<file path="src/rtl/lshe_pkg.sv">
package lshe_pkg;
	localparam logic [4:0] OFS_CTRL = 5'h00;
	localparam logic [4:0] OFS_STAT = 5'h04;
	localparam logic [4:0] OFS_IEN = 5'h08;
	localparam logic [4:0] OFS_ISTS = 5'h0c;
	localparam logic [4:0] OFS_BAUD = 5'h10;
	localparam int C_SLV = 0;
	localparam int C_HDR = 1;
	localparam int C_AR = 2;
	localparam int C_RELOAD = 3;
	localparam int C_MUTE = 4;
	localparam int C_IDP = 9;
	localparam int C_BRK = 10;
	localparam int S_HSEEN = 0;
	localparam int S_HERR = 1;
	localparam int S_IDERR = 2;
	localparam int S_RESYNC = 3;
	localparam int S_TOUT = 4;
	localparam int S_BRK = 8;
	localparam int IEN_LIN = 8;
	localparam int ISTS_LIN = 15;
	localparam logic [31:0] CTRL_RST = 32'h0000_0000;
	localparam logic [31:0] BAUD_RST = 32'h3000_0000;
	localparam logic [1:0] HSEL_BRK = 2'h0;
	localparam logic [1:0] HSEL_SYNC = 2'h1;
	localparam logic [1:0] HSEL_ID = 2'h2;
	localparam logic [19:0] BRK_BITS = 20'h0000b;
	localparam logic [5:0] TOUT_BITS = 6'h39;
	localparam logic [2:0] SYNC_FALLS = 3'h5;
	localparam logic [7:0] SYNC_DATA = 8'h55;
	localparam logic [15:0] BAUD_EXTRA = 16'h0002;
	localparam logic [7:0] CHK1_NUM = 8'h13;
	localparam logic [4:0] CHK1_SH = 5'h07;
	localparam logic [7:0] CHK2_NUM = 8'h03;
	localparam logic [4:0] CHK2_SH = 5'h04;

	typedef enum logic [4:0] {
		ST_IDLE = 5'h01,
		ST_DELIM = 5'h02,
		ST_SYNC = 5'h04,
		ST_ID = 5'h08,
		ST_HOLD = 5'h10
	} lshe_hdr_st_t;

	function automatic logic [7:0] lshe_pid_calc(input logic [5:0] id);
		lshe_pid_calc = {~(id[1] ^ id[3] ^ id[4] ^ id[5]),
			id[0] ^ id[1] ^ id[2] ^ id[4], id};
	endfunction

	function automatic logic lshe_dev_bad(input logic [19:0] act,
		input logic [19:0] nom, input logic [7:0] num, input logic [4:0] sh);
		logic [31:0] d;
		d = (act > nom) ? {12'h000, act - nom} : {12'h000, nom - act};
		lshe_dev_bad = (d << sh) > ({12'h000, nom} * {24'h000000, num});
	endfunction

	function automatic logic [31:0] lshe_merge(input logic [31:0] old,
		input logic [31:0] wd, input logic [3:0] be);
		for (int i = 0; i < 4; i++) begin
			old[i*8 +: 8] = be[i] ? wd[i*8 +: 8] : old[i*8 +: 8];
		end
		lshe_merge = old;
	endfunction
endpackage

</file>
<file path="src/rtl/lshe_top.sv">
`timescale 1ns/10ps
// Behaviour
// - Break flag set at break end, on the rising edge after over 11 dominant bits.
// - LIN interrupt status raised on break event when LIN interrupt enabled.
// - With hardware parity, identifier bits 31:30 are computed from bits 29:24.
// - With header watch enabled, full header sets header seen flag, interrupt.
// - Only identifier parity wrong sets parity error flag with header seen.
// - Mute keeps all characters out of receive stream, header characters included.
// - Control bit 2 enables auto baud resync; otherwise baud stays fixed.
// - Header not complete within 57 bit times sets error and timeout flags.
// - Timeout counter starts at break, stops on identifier, error, resync.
// - Mute ends after break, sync, or matching identifier per header select.
// - Auto resync times five sync falling edges, loads baud at fifth.
// - Measurement timer overflow before fifth edge sets header error.
// - Initial baud kept; reload enable restores it on next character.
// - Writing resync bit reloads initial baud and restarts header search.
// - Total sync span off over 14.84% sets header error, under 14.06% not.
// - Each sync edge interval off over 18.75% errors, under 15.62% not.
// - Header error on short delimiter, frame error, bad sync, timeouts.
// - Header select: 0 break, 1 break and sync, 2 break sync identifier.
// - Break detection enabled by bit 10 or by header watch, independent of receiver.
module lshe_top (
	input wire logic ref_clk,
	input wire logic rst,
	input wire logic [4:0] avs_address,
	input wire logic avs_read,
	input wire logic avs_write,
	input wire logic [31:0] avs_writedata,
	input wire logic [3:0] avs_byteenable,
	output logic [31:0] avs_readdata,
	output logic avs_waitrequest,
	input wire logic lin_rx,
	output logic [31:0] baud_value,
	output logic [7:0] rx_data,
	output logic rx_push,
	output logic lin_irq
);
	typedef struct packed {
		logic s1;
		logic s2;
		logic prev;
		logic wait_r;
		logic [31:0] rdata;
		logic [31:0] ctrl;
		logic ien;
		logic hseen;
		logic herr;
		logic iderr;
		logic tof;
		logic brkf;
		logic irqs;
		logic [31:0] baud;
		logic [31:0] init;
		lshe_pkg::lshe_hdr_st_t state;
		logic [15:0] delcnt;
		logic [12:0] meas;
		logic [12:0] last;
		logic [2:0] falls;
		logic tact;
		logic [15:0] tcnt;
		logic [5:0] tbits;
		logic [7:0] rxd;
		logic push;
	} lshe_top_st_t;
	lshe_top_st_t r, n;

	logic [15:0] bit_cycles;
	logic brk_pulse;
	logic [7:0] rx_byte;
	logic rx_ferr;
	logic rx_done;

	lshe_brk_det u_brk (
		.ref_clk(ref_clk),
		.rst(rst),
		.enable(r.ctrl[lshe_pkg::C_BRK] | (r.ctrl[lshe_pkg::C_SLV]
			& r.ctrl[lshe_pkg::C_HDR])),
		.rxd(r.s2),
		.bit_cycles(bit_cycles),
		.brk_pulse(brk_pulse)
	);

	lshe_byte_rx u_rx (
		.ref_clk(ref_clk),
		.rst(rst),
		.rxd(r.s2),
		.bit_cycles(bit_cycles),
		.rx_byte(rx_byte),
		.rx_ferr(rx_ferr),
		.rx_done(rx_done)
	);

	// The divider runs in the mode where one bit is divisor plus two cycles.
	assign bit_cycles = r.baud[15:0] + lshe_pkg::BAUD_EXTRA;

	always_comb begin
		logic fall, hdr_on, ar, wr, e_hdr, e_idp, e_herr, e_tout, e_brk;
		logic [31:0] wmask, clr_s, clr_i;
		logic [7:0] pid_eff;
		logic [19:0] ival;
		fall = 1'b0;
		hdr_on = 1'b0;
		ar = 1'b0;
		wr = 1'b0;
		e_hdr = 1'b0;
		e_idp = 1'b0;
		e_herr = 1'b0;
		e_tout = 1'b0;
		e_brk = 1'b0;
		wmask = 32'h0000_0000;
		clr_s = 32'h0000_0000;
		clr_i = 32'h0000_0000;
		ival = 20'h00000;
		pid_eff = 8'h00;
		n = r;
		n.s1 = lin_rx;
		n.s2 = r.s1;
		n.prev = r.s2;
		fall = r.prev & ~r.s2;
		hdr_on = r.ctrl[lshe_pkg::C_SLV] & r.ctrl[lshe_pkg::C_HDR];
		ar = r.ctrl[lshe_pkg::C_AR];
		pid_eff = r.ctrl[lshe_pkg::C_IDP]
			? lshe_pkg::lshe_pid_calc(r.ctrl[29:24])
			: r.ctrl[31:24];

		// One wait state: read data is latched while waitrequest is high, writes land while it is low.
		n.wait_r = ~((avs_read | avs_write) & r.wait_r);
		wr = avs_write & ~r.wait_r;
		wmask = lshe_pkg::lshe_merge(32'h0000_0000, 32'hffff_ffff,
			avs_byteenable);
		if (avs_read & r.wait_r) begin
			case (avs_address)
			lshe_pkg::OFS_CTRL: n.rdata = {pid_eff, r.ctrl[23:0]};
			lshe_pkg::OFS_STAT: n.rdata = {23'h000000, r.brkf, 3'h0,
				r.tof, 1'b0, r.iderr, r.herr, r.hseen};
			lshe_pkg::OFS_IEN: n.rdata = {23'h000000, r.ien, 8'h00};
			lshe_pkg::OFS_ISTS: n.rdata = {16'h0000, r.irqs, 15'h0000};
			lshe_pkg::OFS_BAUD: n.rdata = r.baud;
			default: n.rdata = 32'h0000_0000;
			endcase
		end
		if (wr) begin
			case (avs_address)
			lshe_pkg::OFS_CTRL: begin
				n.ctrl = lshe_pkg::lshe_merge(r.ctrl, avs_writedata,
					avs_byteenable);
			end
			lshe_pkg::OFS_STAT: clr_s = avs_writedata & wmask;
			lshe_pkg::OFS_IEN: begin
				if (avs_byteenable[1]) begin
					n.ien = avs_writedata[lshe_pkg::IEN_LIN];
				end
			end
			lshe_pkg::OFS_ISTS: clr_i = avs_writedata & wmask;
			lshe_pkg::OFS_BAUD: begin
				// The shadow copy is what later reloads restore.
				n.baud = lshe_pkg::lshe_merge(r.baud, avs_writedata,
					avs_byteenable);
				n.init = n.baud;
			end
			default: ;
			endcase
		end

		// Receive stream: suppressed while mute is on.
		n.push = rx_done & ~r.ctrl[lshe_pkg::C_MUTE];
		if (rx_done) begin
			n.rxd = rx_byte;
		end
		if (rx_done && r.ctrl[lshe_pkg::C_RELOAD]) begin
			n.baud = r.init;
			n.ctrl[lshe_pkg::C_RELOAD] = 1'b0;
		end

		if (r.tact) begin
			if (r.tcnt >= bit_cycles - 16'h0001) begin
				n.tcnt = 16'h0000;
				n.tbits = r.tbits + 6'h01;
				if (r.tbits + 6'h01 >= lshe_pkg::TOUT_BITS) begin
					e_tout = 1'b1;
					e_herr = 1'b1;
				end
			end else begin
				n.tcnt = r.tcnt + 16'h0001;
			end
		end

		case (r.state)
		lshe_pkg::ST_IDLE: ;
		lshe_pkg::ST_DELIM: begin
			if (r.delcnt != 16'hffff) begin
				n.delcnt = r.delcnt + 16'h0001;
			end
			if (fall) begin
				if (r.delcnt < (bit_cycles >> 1)) begin
					e_herr = 1'b1;
				end else begin
					n.state = lshe_pkg::ST_SYNC;
					// Counting from one makes the span whole bit times.
					n.meas = 13'h0001;
					n.last = 13'h0000;
					n.falls = 3'h1;
					if (r.ctrl[23:22] == lshe_pkg::HSEL_BRK) begin
						n.ctrl[lshe_pkg::C_MUTE] = 1'b0;
					end
				end
			end
		end
		lshe_pkg::ST_SYNC: begin
			n.meas = r.meas + 13'h0001;
			if (ar && &r.meas && r.falls < lshe_pkg::SYNC_FALLS) begin
				e_herr = 1'b1;
			end
			if (ar && fall && r.falls < lshe_pkg::SYNC_FALLS) begin
				n.last = r.meas;
				n.falls = r.falls + 3'h1;
				ival = {7'h00, r.meas - r.last};
				if (lshe_pkg::lshe_dev_bad(ival, {3'h0, bit_cycles, 1'b0},
					lshe_pkg::CHK2_NUM, lshe_pkg::CHK2_SH)) begin
					e_herr = 1'b1;
				end
				if (r.falls + 3'h1 == lshe_pkg::SYNC_FALLS) begin
					if (lshe_pkg::lshe_dev_bad({7'h00, r.meas},
						{1'b0, bit_cycles, 3'h0}, lshe_pkg::CHK1_NUM,
						lshe_pkg::CHK1_SH)) begin
						e_herr = 1'b1;
					end else begin
						// Span covers eight bits; drop the two fixed cycles.
						n.baud[15:0] = {6'h00, r.meas[12:3]}
							- lshe_pkg::BAUD_EXTRA;
					end
				end
			end
			if (rx_done) begin
				if (rx_ferr || (!ar && rx_byte != lshe_pkg::SYNC_DATA)
					|| (ar && n.falls != lshe_pkg::SYNC_FALLS)) begin
					e_herr = 1'b1;
				end else begin
					n.state = lshe_pkg::ST_ID;
					if (r.ctrl[23:22] == lshe_pkg::HSEL_SYNC) begin
						n.ctrl[lshe_pkg::C_MUTE] = 1'b0;
					end
				end
			end
		end
		lshe_pkg::ST_ID: begin
			if (rx_done) begin
				if (rx_ferr) begin
					e_herr = 1'b1;
				end else begin
					e_hdr = 1'b1;
					e_idp = r.ctrl[lshe_pkg::C_IDP] && rx_byte
						!= lshe_pkg::lshe_pid_calc(rx_byte[5:0]);
					n.tact = 1'b0;
					n.state = lshe_pkg::ST_IDLE;
					if (r.ctrl[23:22] == lshe_pkg::HSEL_ID
						&& rx_byte == pid_eff) begin
						n.ctrl[lshe_pkg::C_MUTE] = 1'b0;
					end
				end
			end
		end
		lshe_pkg::ST_HOLD: ;
		default: n.state = lshe_pkg::ST_IDLE;
		endcase

		e_brk = brk_pulse & r.ctrl[lshe_pkg::C_BRK];
		if (brk_pulse && hdr_on && r.state != lshe_pkg::ST_HOLD) begin
			n.state = lshe_pkg::ST_DELIM;
			n.delcnt = 16'h0000;
			n.tact = 1'b1;
			n.tcnt = 16'h0000;
			n.tbits = 6'h00;
		end
		if (e_herr) begin
			// Detection stays parked until software asks for a new search.
			n.state = lshe_pkg::ST_HOLD;
			n.tact = 1'b0;
		end
		if (clr_s[lshe_pkg::S_RESYNC]) begin
			n.state = lshe_pkg::ST_IDLE;
			n.tact = 1'b0;
			n.baud = r.init;
		end
		if (!hdr_on) begin
			n.state = lshe_pkg::ST_IDLE;
			n.tact = 1'b0;
		end

		// Set wins over a clear that lands in the same cycle.
		n.hseen = (r.hseen & ~clr_s[lshe_pkg::S_HSEEN]) | e_hdr;
		n.herr = (r.herr & ~clr_s[lshe_pkg::S_HERR]) | e_herr;
		n.iderr = (r.iderr & ~clr_s[lshe_pkg::S_IDERR]) | e_idp;
		n.tof = (r.tof & ~clr_s[lshe_pkg::S_TOUT]) | e_tout;
		n.brkf = (r.brkf & ~clr_s[lshe_pkg::S_BRK]) | e_brk;
		n.irqs = (r.irqs & ~clr_i[lshe_pkg::ISTS_LIN])
			| (r.ien & (e_hdr | e_herr | e_idp | e_tout | e_brk));
	end

	always_ff @(posedge ref_clk or posedge rst) begin
		if (rst) begin
			r <= '{s1: 1'b1, s2: 1'b1, prev: 1'b1, wait_r: 1'b1,
				ctrl: lshe_pkg::CTRL_RST, baud: lshe_pkg::BAUD_RST,
				init: lshe_pkg::BAUD_RST, state: lshe_pkg::ST_IDLE,
				default: '0};
		end else begin
			r <= n;
		end
	end

	assign avs_readdata = r.rdata;
	assign avs_waitrequest = r.wait_r;
	assign baud_value = r.baud;
	assign rx_data = r.rxd;
	assign rx_push = r.push;
	assign lin_irq = r.irqs;
endmodule // lshe_top

</file>
<file path="src/rtl/lshe_byte_rx.sv">
`timescale 1ns/10ps
module lshe_byte_rx (
	input wire logic ref_clk,
	input wire logic rst,
	input wire logic rxd,
	input wire logic [15:0] bit_cycles,
	output logic [7:0] rx_byte,
	output logic rx_ferr,
	output logic rx_done
);
	typedef struct packed {
		logic prev;
		logic busy;
		logic [15:0] cnt;
		logic [3:0] bitn;
		logic [7:0] sh;
		logic ferr;
		logic done;
	} lshe_brx_t;
	lshe_brx_t r, n;

	always_comb begin
		n = r;
		n.prev = rxd;
		n.done = 1'b0;
		if (!r.busy) begin
			if (r.prev && !rxd) begin
				n.busy = 1'b1;
				n.cnt = bit_cycles >> 1;
				n.bitn = 4'h0;
			end
		end else if (r.cnt != 16'h0000) begin
			n.cnt = r.cnt - 16'h0001;
		end else begin
			n.cnt = bit_cycles - 16'h0001;
			if (r.bitn == 4'h0) begin
				// A glitch shorter than half a bit is not a start bit.
				n.busy = !rxd;
				n.bitn = 4'h1;
			end else if (r.bitn <= 4'h8) begin
				n.sh = {rxd, r.sh[7:1]};
				n.bitn = r.bitn + 4'h1;
			end else begin
				n.busy = 1'b0;
				n.done = 1'b1;
				n.ferr = !rxd;
			end
		end
	end

	always_ff @(posedge ref_clk or posedge rst) begin
		if (rst) begin
			r <= '{prev: 1'b1, default: '0};
		end else begin
			r <= n;
		end
	end

	assign rx_byte = r.sh;
	assign rx_ferr = r.ferr;
	assign rx_done = r.done;
endmodule // lshe_byte_rx

</file>
<file path="src/rtl/lshe_brk_det.sv">
`timescale 1ns/10ps
module lshe_brk_det (
	input wire logic ref_clk,
	input wire logic rst,
	input wire logic enable,
	input wire logic rxd,
	input wire logic [15:0] bit_cycles,
	output logic brk_pulse
);
	typedef struct packed {
		logic prev;
		logic [19:0] low_cnt;
		logic pulse;
	} lshe_brk_t;
	lshe_brk_t r, n;
	logic [19:0] limit;

	function automatic logic [19:0] brk_limit(input logic [15:0] b);
		logic [35:0] p;
		p = {20'h00000, b} * {16'h0000, lshe_pkg::BRK_BITS};
		brk_limit = (p[35:20] != 16'h0000) ? 20'hffffe : p[19:0];
	endfunction

	// Runs beside the character receiver and never looks at its state.
	always_comb begin
		limit = brk_limit(bit_cycles);
		n = r;
		n.prev = rxd;
		n.pulse = 1'b0;
		if (!enable || rxd) begin
			n.low_cnt = 20'h00000;
		end else if (r.low_cnt != 20'hfffff) begin
			n.low_cnt = r.low_cnt + 20'h00001;
		end
		if (enable && !r.prev && rxd && r.low_cnt > limit) begin
			n.pulse = 1'b1;
		end
	end

	always_ff @(posedge ref_clk or posedge rst) begin
		if (rst) begin
			r <= '{prev: 1'b1, default: '0};
		end else begin
			r <= n;
		end
	end

	assign brk_pulse = r.pulse;
endmodule // lshe_brk_det

</file>
<file path="config.mk">
export PLATFORM = sky130hd
export DESIGN_NAME = lshe_top
export DESIGN_NICKNAME = d
export VERILOG_FILES = /design/src/rtl/lshe_pkg.sv /design/src/rtl/lshe_top.sv /design/src/rtl/lshe_byte_rx.sv /design/src/rtl/lshe_brk_det.sv
export SDC_FILE = /design/constraint.sdc
export NUM_CORES = 1
export LEC_CHECK = 0
export ABC_AREA = 1
export BUFFER_PORTS_ARGS = -buffer_cell sky130_fd_sc_hd__buf_2
export CAP_MARGIN = 25
export CORE_ASPECT_RATIO = 2
export CORE_MARGIN = 2
export CORE_UTILIZATION = 60
export CTS_CLUSTER_SIZE = 30
export DETAILED_ROUTE_END_ITERATION = 10
export PLACE_DENSITY = 0.74
export SYNTH_ARGS = -nofsm -noshare
export SYNTH_HDL_FRONTEND = slang
export SYNTH_SLANG_ARGS = --single-unit
export TNS_END_PERCENT = 100
</file>
<file path="constraint.sdc">
create_clock -name ref_clk -period 20.6 [get_ports ref_clk]
set_clock_uncertainty 0.1 [all_clocks]
set_input_delay 1.03 -clock ref_clk [delete_from_list [all_inputs] [get_ports ref_clk]]
set_output_delay 1.03 -clock ref_clk [all_outputs]
set_load 0.05 [all_outputs]
</file>
== Word level (Yosys, flattened, before mapping) ==
Cells that the tools add are included.

* Add/sub/neg operators: 16
* $mul: 3
* Magnitude comparators: 10
* Equality and inequality tests: 34
* Muxes and demuxes: 102
* Bitwise logic cells: 54
* Reduce and logical (&&, ||, !) cells: 57

{| class="wikitable"
|+ Operators by type and width
! kind !! number
|-
| 16-bit two-way mux || 12
|-
| 32-bit case mux with 5 select lines || 1
|-
| 64-bit two-way mux || 2
|-
| 20-bit two-way mux || 4
|-
| 32-bit two-way mux || 2
|-
| 21-bit two-way mux || 3
|-
| 29-bit two-way mux || 2
|-
| 29-bit case mux with 2 select lines || 1
|-
| 8-bit two-way mux || 7
|-
| 5-bit two-way mux || 11
|-
| 1-bit two-way mux || 43
|-
| 16-bit by 1-bit adder with 16-bit output (second input constant) || 2
|-
| 16-bit by 1-bit subtractor with 16-bit output (second input constant) || 2
|-
| 27-bit by 24-bit > comparator with 1-bit output || 1
|-
| 3-bit AND reduction || 9
|-
| 24-bit by 19-bit > comparator with 1-bit output || 1
|-
| 6-bit != test (second input constant) || 4
|-
| 23-bit two-way mux || 1
|-
| 22-bit two-way mux || 1
|-
| 16-bit by 5-bit multiplier with 21-bit output (second input constant) || 1
|-
| 20-bit by 1-bit adder with 20-bit output (second input constant) || 1
|-
| 20-bit > comparator || 1
|-
| 16-bit by 4-bit multiplier with 20-bit output (second input constant) || 1
|-
| 20-bit != test (second input constant) || 1
|-
| 65 further kinds || 162
|}

* Register bits after elaboration: 273
* Input port bits: 46
* Output and inout bits: 75
* Word-level logic and storage cells: 315

== Depth between registers and ports, before layout ==
Gate-level depths: netlist of run 1.

* Depth in word-level cells: 19
* Gate-level depth with buffers: 48
* Gate-level depth less buffers: 47

== Hierarchy ==
Synthesis of run 1 repeated with hierarchy kept, for this count alone.

* Cells, all modules: 3,464
* Area total of the unflattened synthesis: 24,703.7 µm²

{| class="wikitable"
|+ Modules (own cells, without submodules)
! module !! times used !! cells an instance !! area each (µm²) !! sequential area each (µm²)
|-
| lshe_top || 1 || 2,580 || 18,861.8 || 5,541.6
|-
| lshe_brk_det || 1 || 537 || 3,434.5 || 551.8
|-
| lshe_byte_rx || 1 || 347 || 2,407.3 || 802.0
|}

== Least setup slack after synthesis of run 1 ==
No wires, ideal clock.

* Path type: register to register
* Start point: reg r (netlist bit baud_value[1])
* End point: reg r[80] (netlist name)
* Library setup time: 0.113 ns
* Data arrival time: 6.048 ns
* Required time: 20.387 ns
* Setup slack: 14.339 ns
* Cell stages (with the launch flop): 40
* Buffers on the path: 0
* Period minus slack after synthesis: 6.261 ns
* Path through: dfrtp_1 > ha_1 > nand2_2 > nor2_4 > inv_1 > nor3_1 > nor2_1 > a21oi_1 > inv_1 > fa_1 > inv_1 > ha_1 > inv_1 > o311ai_0 > nand3_1 > nand2_1 > a21o_1 > a21oi_1 > [4 not listed] > inv_1 > nor3_1 > a211oi_1 > nand2_1 > nand2_1 > nand2_1 > nand2_1 > nand2_1 > o21ai_1 > nand2_1 > nand2_2 > nand3_4 > nor2_4 > nand3_2 > nand2_2 > nand2_1 > nand2_1 > inv_1

* Word-level cells in the longest chain between the ends: 16
* Elaborated cells on any way between the ends: 41
* Those cells by class: add/sub: 6; mul: 2; order compare: 6; eq/ne: 7; mux: 19; reduce/logical: 1

{| class="wikitable"
|+ RTL lines
! element !! line !! source
|-
| start, declared || lshe_top.sv:65 || <nowiki>lshe_top_st_t r, n;</nowiki>
|-
| start signal, assigned || lshe_top.sv:302 || <nowiki>r <= '{s1: 1'b1, s2: 1'b1, prev: 1'b1, wait_r: 1'b1,</nowiki>
|-
| start signal, assigned || lshe_top.sv:307 || <nowiki>r <= n;</nowiki>
|-
| 16-bit by 2-bit adder with 16-bit output * || lshe_top.sv:94 || <nowiki>assign bit_cycles = r.baud[15:0] + lshe_pkg::BAUD_EXTRA;</nowiki>
|-
| branches (longest 15 deep; another with 24-bit by 19-bit > comparator with 1-bit output) || n/a ||
|}

Every way passes the cells marked *.
A chain may end at the register's enable or synchronous reset.

==> impl_metrics.toml, run 1 <==
[place]
hpwl_um = 58700
place_area_um2 = 24000
io_buffers = 120
placedCellCount = 3693
gp_congestion = 1.02
post-place-ws_ps = 12200

[synth]
ys_seq_area_share_pct = 29.2
ys_ff_latch = 273
synth_top_area_share_pct = 28.2
synthCells = 3170
post-synth-top-count-cell = "nand2_1"
synth_area_leaders = "dfrtp_1 28%, ha_1 13%, nand2_1 9.7%, inv_1 8.5%, o21ai_0 6.2%"
synth_fp_nets = 3496
synth.cells.most_frequent = "607 x nand2_1, 532 x inv_1, 289 x o21ai_0, 264 x dfrtp_1, 252 x ha_1"
async_flop_share_pct = 100
synth_edf_count = 0
synth_cell_types = 63
yosys.area.top_type = "dfrtp_1"
avgSynthCellArea_um2 = 7.39
yosysWarnings = 0
synthFlopType = "dfrtp_1"
syn_area_um2 = 23400

[critical_path]
worst_ep_required_time_ps = 20910
critPathLaunchType = "flop"
crit_top_cell = "inv_1"
regToRegSetupSlack_ps = 11960
cp-end-kind = "flop"
cp.arrival_ps = 8950
slowest_delay_ps = 960
crit_fanout = 22
slowest_stage = "dfrtp_1"
crit_type = "reg -> reg"

[detailed_routing]
first_pass_iters = 5
vias = 21800
via_per_inst = 5.84
wirelength_um = 75200
wl_per_cell_um = 20.1
ant_nets = 0
drc_errors = 0
initialDrtViolationCount = 1167

[die]
die_h_um = 283
core_area_um2 = 38700
ioPinCount = 121
die-area_um2 = 40700
start_util_pct = 60.6
rows = 102
die_w_um = 144

[timing]
setup_tns_ps = 0
hold_ws_ps = 266
tightest_slew_ps = 1020
finalCriticalPeriod_ps = 8640
slew_headroom_pct = 31.9
layout_setup_ws_ps = 11960
hold_viol_final = 0
drv_slew = 0
post-route-period-util_pct = 41.9
fmax_mhz = 116
rsz0062_at_grt = "no"
finalSetupViolCount = 0

[outcome]
status = "complete, no violations"

[clock_tree]
cts_hold_buf = 0
cts_tree = "done"
numCtsBuffers = 26
cts_resized = 0
cts.clk_slew.worst_paths_ps = 70
root_buffer = "clkbuf_16"
insertion_delay_ps = 560
cts.path.max_buffers = 3
cts.sinks = 273
h-tree-depth = 1
cts_setup_buffers = 0

[final_layout]
nets = 3528
register_area_um2 = 6840
fin_cells = 3741
layout-drive-gt1-share_pct = 7.58
design_area_um2 = 25000
multi_input_area_um2 = 13700
n_fill_cell = 3510
diodes = 0
utilization_pct = 64.6
area_growth_pct = 6.62

[power_and_ir_drop]
powerDensity_nw_per_um2 = 90.6
power_mw = 2.26
ir_drop_mv = 0.0737
p_leak_nw = 12.9

[global_routing]
grt_util_all_layers_pct = 36.8
grt_pass1_vias = 21900
antenna_found_initial = 0
grt_overflow_total = 0
grt_max_degree = 133
grt_pass1_wl_um = 116000

[run]
maxCapViolations = 0

[hold_path]
hold_class = "reg -> reg"
cell families (layout without fill, tap and decap cells):
group,count (synthesis),after routing,share of synthesized area (%)
XOR/XNOR,152,152,5.68
buffers and inverters,680,731,12.2
AND/OR/NAND/NOR,1089,1089,19.9
multiplexers,9,9,0.427
adder cells (fa/ha/maj),280,280,15.8
flip-flops,273,273,29.2
AO/OA/AOI/OAI,687,687,16.7
placed cells by master, fill, tap and decap left out, types with 6 or more instances in the layout:
cell       instances
a211oi_1          19
a21o_1            11
a21oi_1          201
a221oi_1           7
a31oi_1           14
buf_2            120
buf_4             21
clkbuf_16         26
clkinv_1           6
dfrtp_1          264
dfstp_2            9
fa_1              28
ha_1             252
inv_1            531
mux2_2             8
nand2_1          607
nand2_2           11
nand3_1          131
nand3_2            8
nand4_1           34
nor2_1           201
nor2_4             6
nor3_1            51
nor4_1            20
o2111ai_1          8
o211ai_1          27
o21ai_0          289
o21bai_1          12
o221ai_1          23
o22ai_1           36
o31ai_1           10
xnor2_1           32
xor2_1           120
cell type report:
type                            count  share of cell area (%)
Tap cell                          520                    2.60
Inverter                          542                    8.20
Multi-Input combinational cell   2217                    55.0
Timing Repair Buffer              142                    3.15
Clock inverter                     13                   0.801
Clock buffer                       34                    2.84
Sequential cell                   273                    27.4
sequential cells by signal (all words and copies together) (netlist names):
signal,count
lin_irq,1
avs_readdata,32
u_brk.brk_pulse,1
u_rx.rx_byte,8
rx_data,8
u_brk.r,20
u_rx.rx_done,1
u_rx.r,22
n,2
baud_value,32
r,143
rx_push,1
u_rx.rx_ferr,1
avs_waitrequest,1
worst paths after layout:
kind,start,end,depth (start not counted)
max in group asynchronous,rst,r[96],5
setup reg to reg,baud_value[1],baud_value[3],30
min in group asynchronous,rst,avs_readdata[26],2
setup / recovery,baud_value[1],baud_value[3],30
hold / removal,n[219],n[218],0
hold reg to reg,n[219],n[218],0
critical path, delay by kind of cell, from the launching register on:
| kind | cells | cell delay (ps) |
|---|---|---|
| compound gates | 8 | 1670 |
| fa+ha+maj | 5 | 2390 |
| buf+inv | 5 | 1140 |
| flops | 1 | 960 |
| simple gates | 12 | 2200 |
where the power goes:
part	leakage (nW)	total [mW]	internal (mW)	switching [mW]
logic	9.04	1.10	0.359	0.744
clock network	0.439	0.519	0.296	0.223
registers	3.46	0.640	0.592	0.0484
total	12.9	2.26	1.25	1.02
per-layer routing:
layer  up-vias  track usage [%]  share of wire [%]
met5         -                0                  0
met4         0             30.3                9.8
met3       327             4.86                5.0
met2       822             66.1                 51
met1     10300             36.8                 34
li1      10400                -                  -
No activity file was read; power rests on OpenSTA's default activity.
==> inputs of run 2 (changes only) <==
==> constraint.sdc (replaced) <==
create_clock -name ref_clk -period 8.9 [get_ports ref_clk]
set_clock_uncertainty 0.1 [all_clocks]
set_input_delay 0.445 -clock ref_clk [delete_from_list [all_inputs] [get_ports ref_clk]]
set_output_delay 0.445 -clock ref_clk [all_outputs]
set_load 0.05 [all_outputs]
==> run 2 against run 1 <==
  * The run now ends with negative hold slack left
  * Sequential cell count unchanged
  * Hold slack got worse by 300 ps
  * Sequential power increased by 130%
  * Power increased by 130%
  * Largest power group unchanged
  * Wire length increased by 4.5%
  * Worst setup slack got worse by 11000 ps
  * Largest cell class unchanged
  * Combinational power increased by 140%
  * Final area increased by 0.20%
  * Critical path depth increased by 4
  * Utilization increased by 0.13 points
  * Clock power increased by 130%
  * Global-route usage increased by 1.7 points
==> impl_metrics.toml, run 2 (same netlist as run 1, synthesis figures left out) <==
[final_layout]
layout_common_cells = "607 x nand2_1, 531 x inv_1, 289 x o21ai_0, 264 x dfrtp_1, 252 x ha_1"
diodes = 0
largest-register = "r"
n_fill_cell = 3546
fin_cells = 3746
final_common_cell = "nand2_1"
layout-drive-gt1-share_pct = 7.72
nets = 3534
area_growth_pct = 6.82
largest_register_ffs = 143

[timing]
rsz0062_at_grt = "no"
drv_slew = 0
tightest_slew_ps = 1090
fmax_mhz = 129
post-route-period-util_pct = 86.9
slew_headroom_pct = 27.4
setup_tns_ps = 0
hold_ws_ps = -35.7
hold_viol_final = 6
finalSetupViolCount = 0
finalCriticalPeriod_ps = 7740

[place]
io_buffers = 120
placedCellCount = 3695
hpwl_um = 61500
gp_congestion = 1.06

[critical_path]
cp.arrival_ps = 8040
crit_fanout = 22
slowest_stage = "nand3_1"
rr_startpoint = "baud_value[1]"
critPathLaunchType = "flop"
cp-end-kind = "flop"
crit_type = "reg -> reg"
critPathLaunch = "baud_value[1]"
worst_ep_required_time_ps = 9200
slowest_delay_ps = 570
path_buf_inv = 7
crit_top_cell = "inv_1"
regToRegSetupSlack_ps = 1160
path_delay_family = "simple AND/OR/NAND/NOR gates"

[detailed_routing]
wirelength_um = 78500
drc_errors = 0
first_pass_iters = 6
wl_per_cell_um = 21.0
initialDrtViolationCount = 1350
ant_nets = 0
vias = 22200
via_per_inst = 5.93

[die]
core_area_um2 = 38700
die_h_um = 283
rows = 102
die_w_um = 144
die-area_um2 = 40700
ioPinCount = 121
start_util_pct = 60.6

[power_and_ir_drop]
internal_power_mw = 2.90
p_leak_nw = 13.0
powerDensity_nw_per_um2 = 212
pwr-share-seq_pct = 27.8
power_switching_mw = 2.40
clockPowerShare_pct = 22.6
swShare_pct = 45.3
combPwrFrac_pct = 49.6
ir_drop_mv = 0.177

[global_routing]
grt_pass1_wl_um = 121000
grt_util_all_layers_pct = 38.5
grt_overflow_total = 0
grt_pass1_vias = 22500
antenna_found_initial = 0
grt_max_degree = 132

[clock_tree]
insertion_delay_ps = 560
root_buffer = "clkbuf_16"
cts.sinks = 273
h-tree-depth = 1
cts.clk_slew.worst_paths_ps = 70
cts_tree = "done"
cts_resized = 0
numCtsBuffers = 25
cts.path.max_buffers = 3

[outcome]
failed_checks = "negative hold slack"
status = "finished, violations left"

[hold_path]
hold_class = "in -> async"

[run]
maxCapViolations = 0
## run 2: cell types whose count changed in the layout (fill, tap and decap cells not counted), sizes merged
cell	before	now
buf	142	145
dlygate4sd3	0	3
clkinvlp	2	0
clkbuf	34	35
## run 2: final timing paths
path,end,depth (start not counted)
setup / recovery,baud_value[7],34
hold / removal,avs_readdata[26],2
setup reg to reg,baud_value[7],34
hold reg to reg,n[218],0
max in group asynchronous,u_brk.r[5],3
min in group ref_clk,r[153],3
## run 2: worst register-to-register path: cells and delay by family (launching register included)
kind / cells / cell delay [ps]
AO/OA/AOI/OAI: 8 / 1550
buffers and inverters: 7 / 1170
adder cells (fa/ha/maj): 5 / 1850
AND/OR/NAND/NOR: 14 / 2610
flip-flops: 1 / 330
## run 2: power groups by stage
stage | Sequential, mW | Combinational, mW | Clock (mW)
after CTS | 1.47 | 2.57 | 1.20
after floorplan | 1.46 | 1.87 | 0
final | 1.48 | 2.63 | 1.20
after global placement | 1.49 | 2.51 | 0
after global routing | 1.49 | 2.91 | 1.25
after detailed placement | 1.49 | 2.55 | 0
## run 2: stage by stage
| stage | instance area [µm²] | setup WS (ps) | util (%) | power [mW] |
|---|---|---|---|---|
| global placement | 24100 | 1420 | 62.2 | 4.00 |
| global route | 25000 | 434 | 64.7 | 5.65 |
| floorplan | 23400 | 846 | - | 3.33 |
| finish | 25000 | 1160 | 64.7 | 5.30 |
| detailed placement | 24100 | 1260 | 62.2 | 4.04 |
| CTS | 25000 | 1220 | 64.6 | 5.24 |
## run 2: routing by layer
metal / track usage (%) / routed length, µm / part of all wire [%] / vias up
met4: 36.0 / 9100 / 12 / 0
met2: 67.7 / 39400 / 50 / 929
met5: 0 / 0 / 0 / -
met1: 36.7 / 25300 / 32 / 10500
li1: - / - / - / 10400
met3: 6.99 / 4760 / 6.1 / 388
## run 2: what timing repair did
item | CTS | global route
endpoints found under the hold margin | 2 | 0
hold buffers | 3 | 0
setup buffers | 0 | 0
## run 2: final cells by class
class / count / area, µm² / area share [%]
Clock buffer: 34 / 729 / 2.91
Timing Repair Buffer: 149 / 846 / 3.38
Inverter: 542 / 2050 / 8.18
Clock inverter: 11 / 170 / 0.680
Tap cell: 520 / 651 / 2.60
Multi-Input combinational cell: 2217 / 13700 / 54.9
Sequential cell: 273 / 6840 / 27.3
==> inputs of run 3 (changes only) <==
--- a/config.mk
+++ b/config.mk
@@ -13,7 +13,7 @@
 export CORE_UTILIZATION = 60
 export CTS_CLUSTER_SIZE = 30
 export DETAILED_ROUTE_END_ITERATION = 10
-export PLACE_DENSITY = 0.74
+export PLACE_DENSITY_LB_ADDON = 0.2
 export SYNTH_ARGS = -nofsm -noshare
 export SYNTH_HDL_FRONTEND = slang
 export SYNTH_SLANG_ARGS = --single-unit
==> run 3 against run 2 <==
  * The flow still finishes with violations (negative hold slack)
  * Combinational power about the same
  * Clock power about the same
  * Critical path depth rose by 3
  * Non-clock buffer count is 1 lower
  * Sequential cell count is the same
  * Worst setup slack worse by 250 ps
  * Utilization is 0.055 points higher
  * Sequential power about the same
==> impl_metrics.toml, run 3 (same netlist as run 1, synthesis figures left out) <==
[outcome]
status = "finished, violations left"
failed_checks = "negative hold slack"

[timing]
slew_headroom_pct = 33.9
setup_tns_ps = 0
drv_slew = 0
hold_viol_final = 30
post-route-period-util_pct = 89.7
rsz0062_at_grt = "no"
finalCriticalPeriod_ps = 7980
tightest_slew_ps = 990
fmax_mhz = 125
finalSetupViolCount = 0
hold_ws_ps = -47.2

[final_layout]
final_common_cell = "nand2_1"
largest_register_ffs = 143
largest-register = "r"
layout-drive-gt1-share_pct = 7.62
utilization_pct = 64.8
fin_cells = 3748
area_growth_pct = 6.92
nets = 3534
diodes = 0
layout_common_cells = "607 x nand2_1, 531 x inv_1, 289 x o21ai_0, 264 x dfrtp_1, 252 x ha_1"

[die]
die-area_um2 = 40700
start_util_pct = 60.6
rows = 102
ioPinCount = 121
core_area_um2 = 38700
die_w_um = 144
die_h_um = 283

[detailed_routing]
drc_errors = 0
vias = 22300
initialDrtViolationCount = 1495
ant_nets = 0
wl_per_cell_um = 21.4
via_per_inst = 5.95
first_pass_iters = 6
wirelength_um = 80100

[clock_tree]
h-tree-depth = 1
root_buffer = "clkbuf_16"
insertion_delay_ps = 570
numCtsBuffers = 26
cts.sinks = 273
cts.path.max_buffers = 3
cts.clk_slew.worst_paths_ps = 70
cts_setup_buffers = 0
cts_tree = "done"

[critical_path]
critPathLaunchType = "flop"
crit_top_cell = "nand2_1"
crit_type = "reg -> reg"
cp.arrival_ps = 8360
worst_ep_required_time_ps = 9270
slowest_stage = "ha_1"
cp-end-kind = "flop"
crit_fanout = 11
slowest_delay_ps = 800

[global_routing]
grt_pass1_vias = 22800
grt_max_degree = 147
grt_pass1_wl_um = 123000
antenna_found_initial = 1
grt_overflow_total = 0
grt_util_all_layers_pct = 39.6

[run]
maxCapViolations = 0

[power_and_ir_drop]
powerDensity_nw_per_um2 = 213
combPwrFrac_pct = 49.7
internal_power_mw = 2.90
p_leak_nw = 13.0
power_switching_mw = 2.44
swShare_pct = 45.7
pwr-share-seq_pct = 27.6
clockPowerShare_pct = 22.7
ir_drop_mv = 0.183

[place]
gp_congestion = 1.04
hpwl_um = 61500
io_buffers = 120
placedCellCount = 3695

[hold_path]
hold_class = "in -> async"
[run 3: changes by cell type in the layout (fill, tap and decap cells not counted), moves of 2 or more]
cell and change:
buf_4 -2, clkbuf_1 +3, clkinv_2 -2, clkinv_4 -2, clkinv_8 +2, clkinvlp_4 +2
dlygate4sd3_1 +2
[run 3: final timing paths]
check | startpoint | endpoint | slack (ps) | depth (start not counted)
min in group ref_clk | avs_writedata[1] | r[154] | 10 | 3
hold reg to reg | n[219] | n[218] | 260 | 0
hold / removal | rst | r[24] | -50 | 2
max in group asynchronous | rst | avs_readdata[13] | 7360 | 3
setup reg to reg | baud_value[1] | r[80] | 920 | 37
setup / recovery | baud_value[1] | r[80] | 920 | 37
[run 3: power groups by stage]
stage | Clock, mW | Combinational, mW | Sequential [mW]
after floorplan | 0 | 1.87 | 1.46
after global placement | 0 | 2.52 | 1.49
after detailed placement | 0 | 2.56 | 1.49
after CTS | 1.22 | 2.58 | 1.47
after global routing | 1.27 | 2.96 | 1.48
final | 1.21 | 2.66 | 1.48
[run 3: final cells by class]
type / instances / area, µm²
inverter: 542 / 2050
clock inverter: 9 / 151
multi-input combinational: 2217 / 13700
timing repair buffer: 148 / 836
tap: 520 / 651
fill: 3503 / 13600
sequential: 273 / 6840
clock buffer: 39 / 779
[run 3: critical path: cells and delay by family (launching register included)]
family / cells / cell delay (ps)
adder cells (fa/ha/maj): 5 / 2360
flip-flops: 1 / 430
buffers and inverters: 7 / 1310
AO/OA/AOI/OAI: 7 / 1440
AND/OR/NAND/NOR: 18 / 2240
[run 3: per-stage QoR]
stage | power, mW | setup slack (ps) | area [µm²]
final | 5.35 | 915 | 25100
after global routing | 5.71 | 352 | 25100
after CTS | 5.27 | 1090 | 25100
after detailed placement | 4.05 | 1140 | 24100
after global placement | 4.00 | 1230 | 24100
after floorplan | 3.33 | 846 | 23400
[run 3: metal layers]
metal	vias up	track usage (%)	routed length, µm
met5	-	0	13
met4	2	35.1	9020
met3	417	9.82	5780
met2	938	69.2	39900
met1	10500	37.1	25400
li1	10400	-	-
[run 3: repair_timing]
item | 4_1_cts | 5_1_grt
hold buffers | 5 | 0
endpoints found under the hold margin | 4 | 0
gates resized for setup | 0 | 0
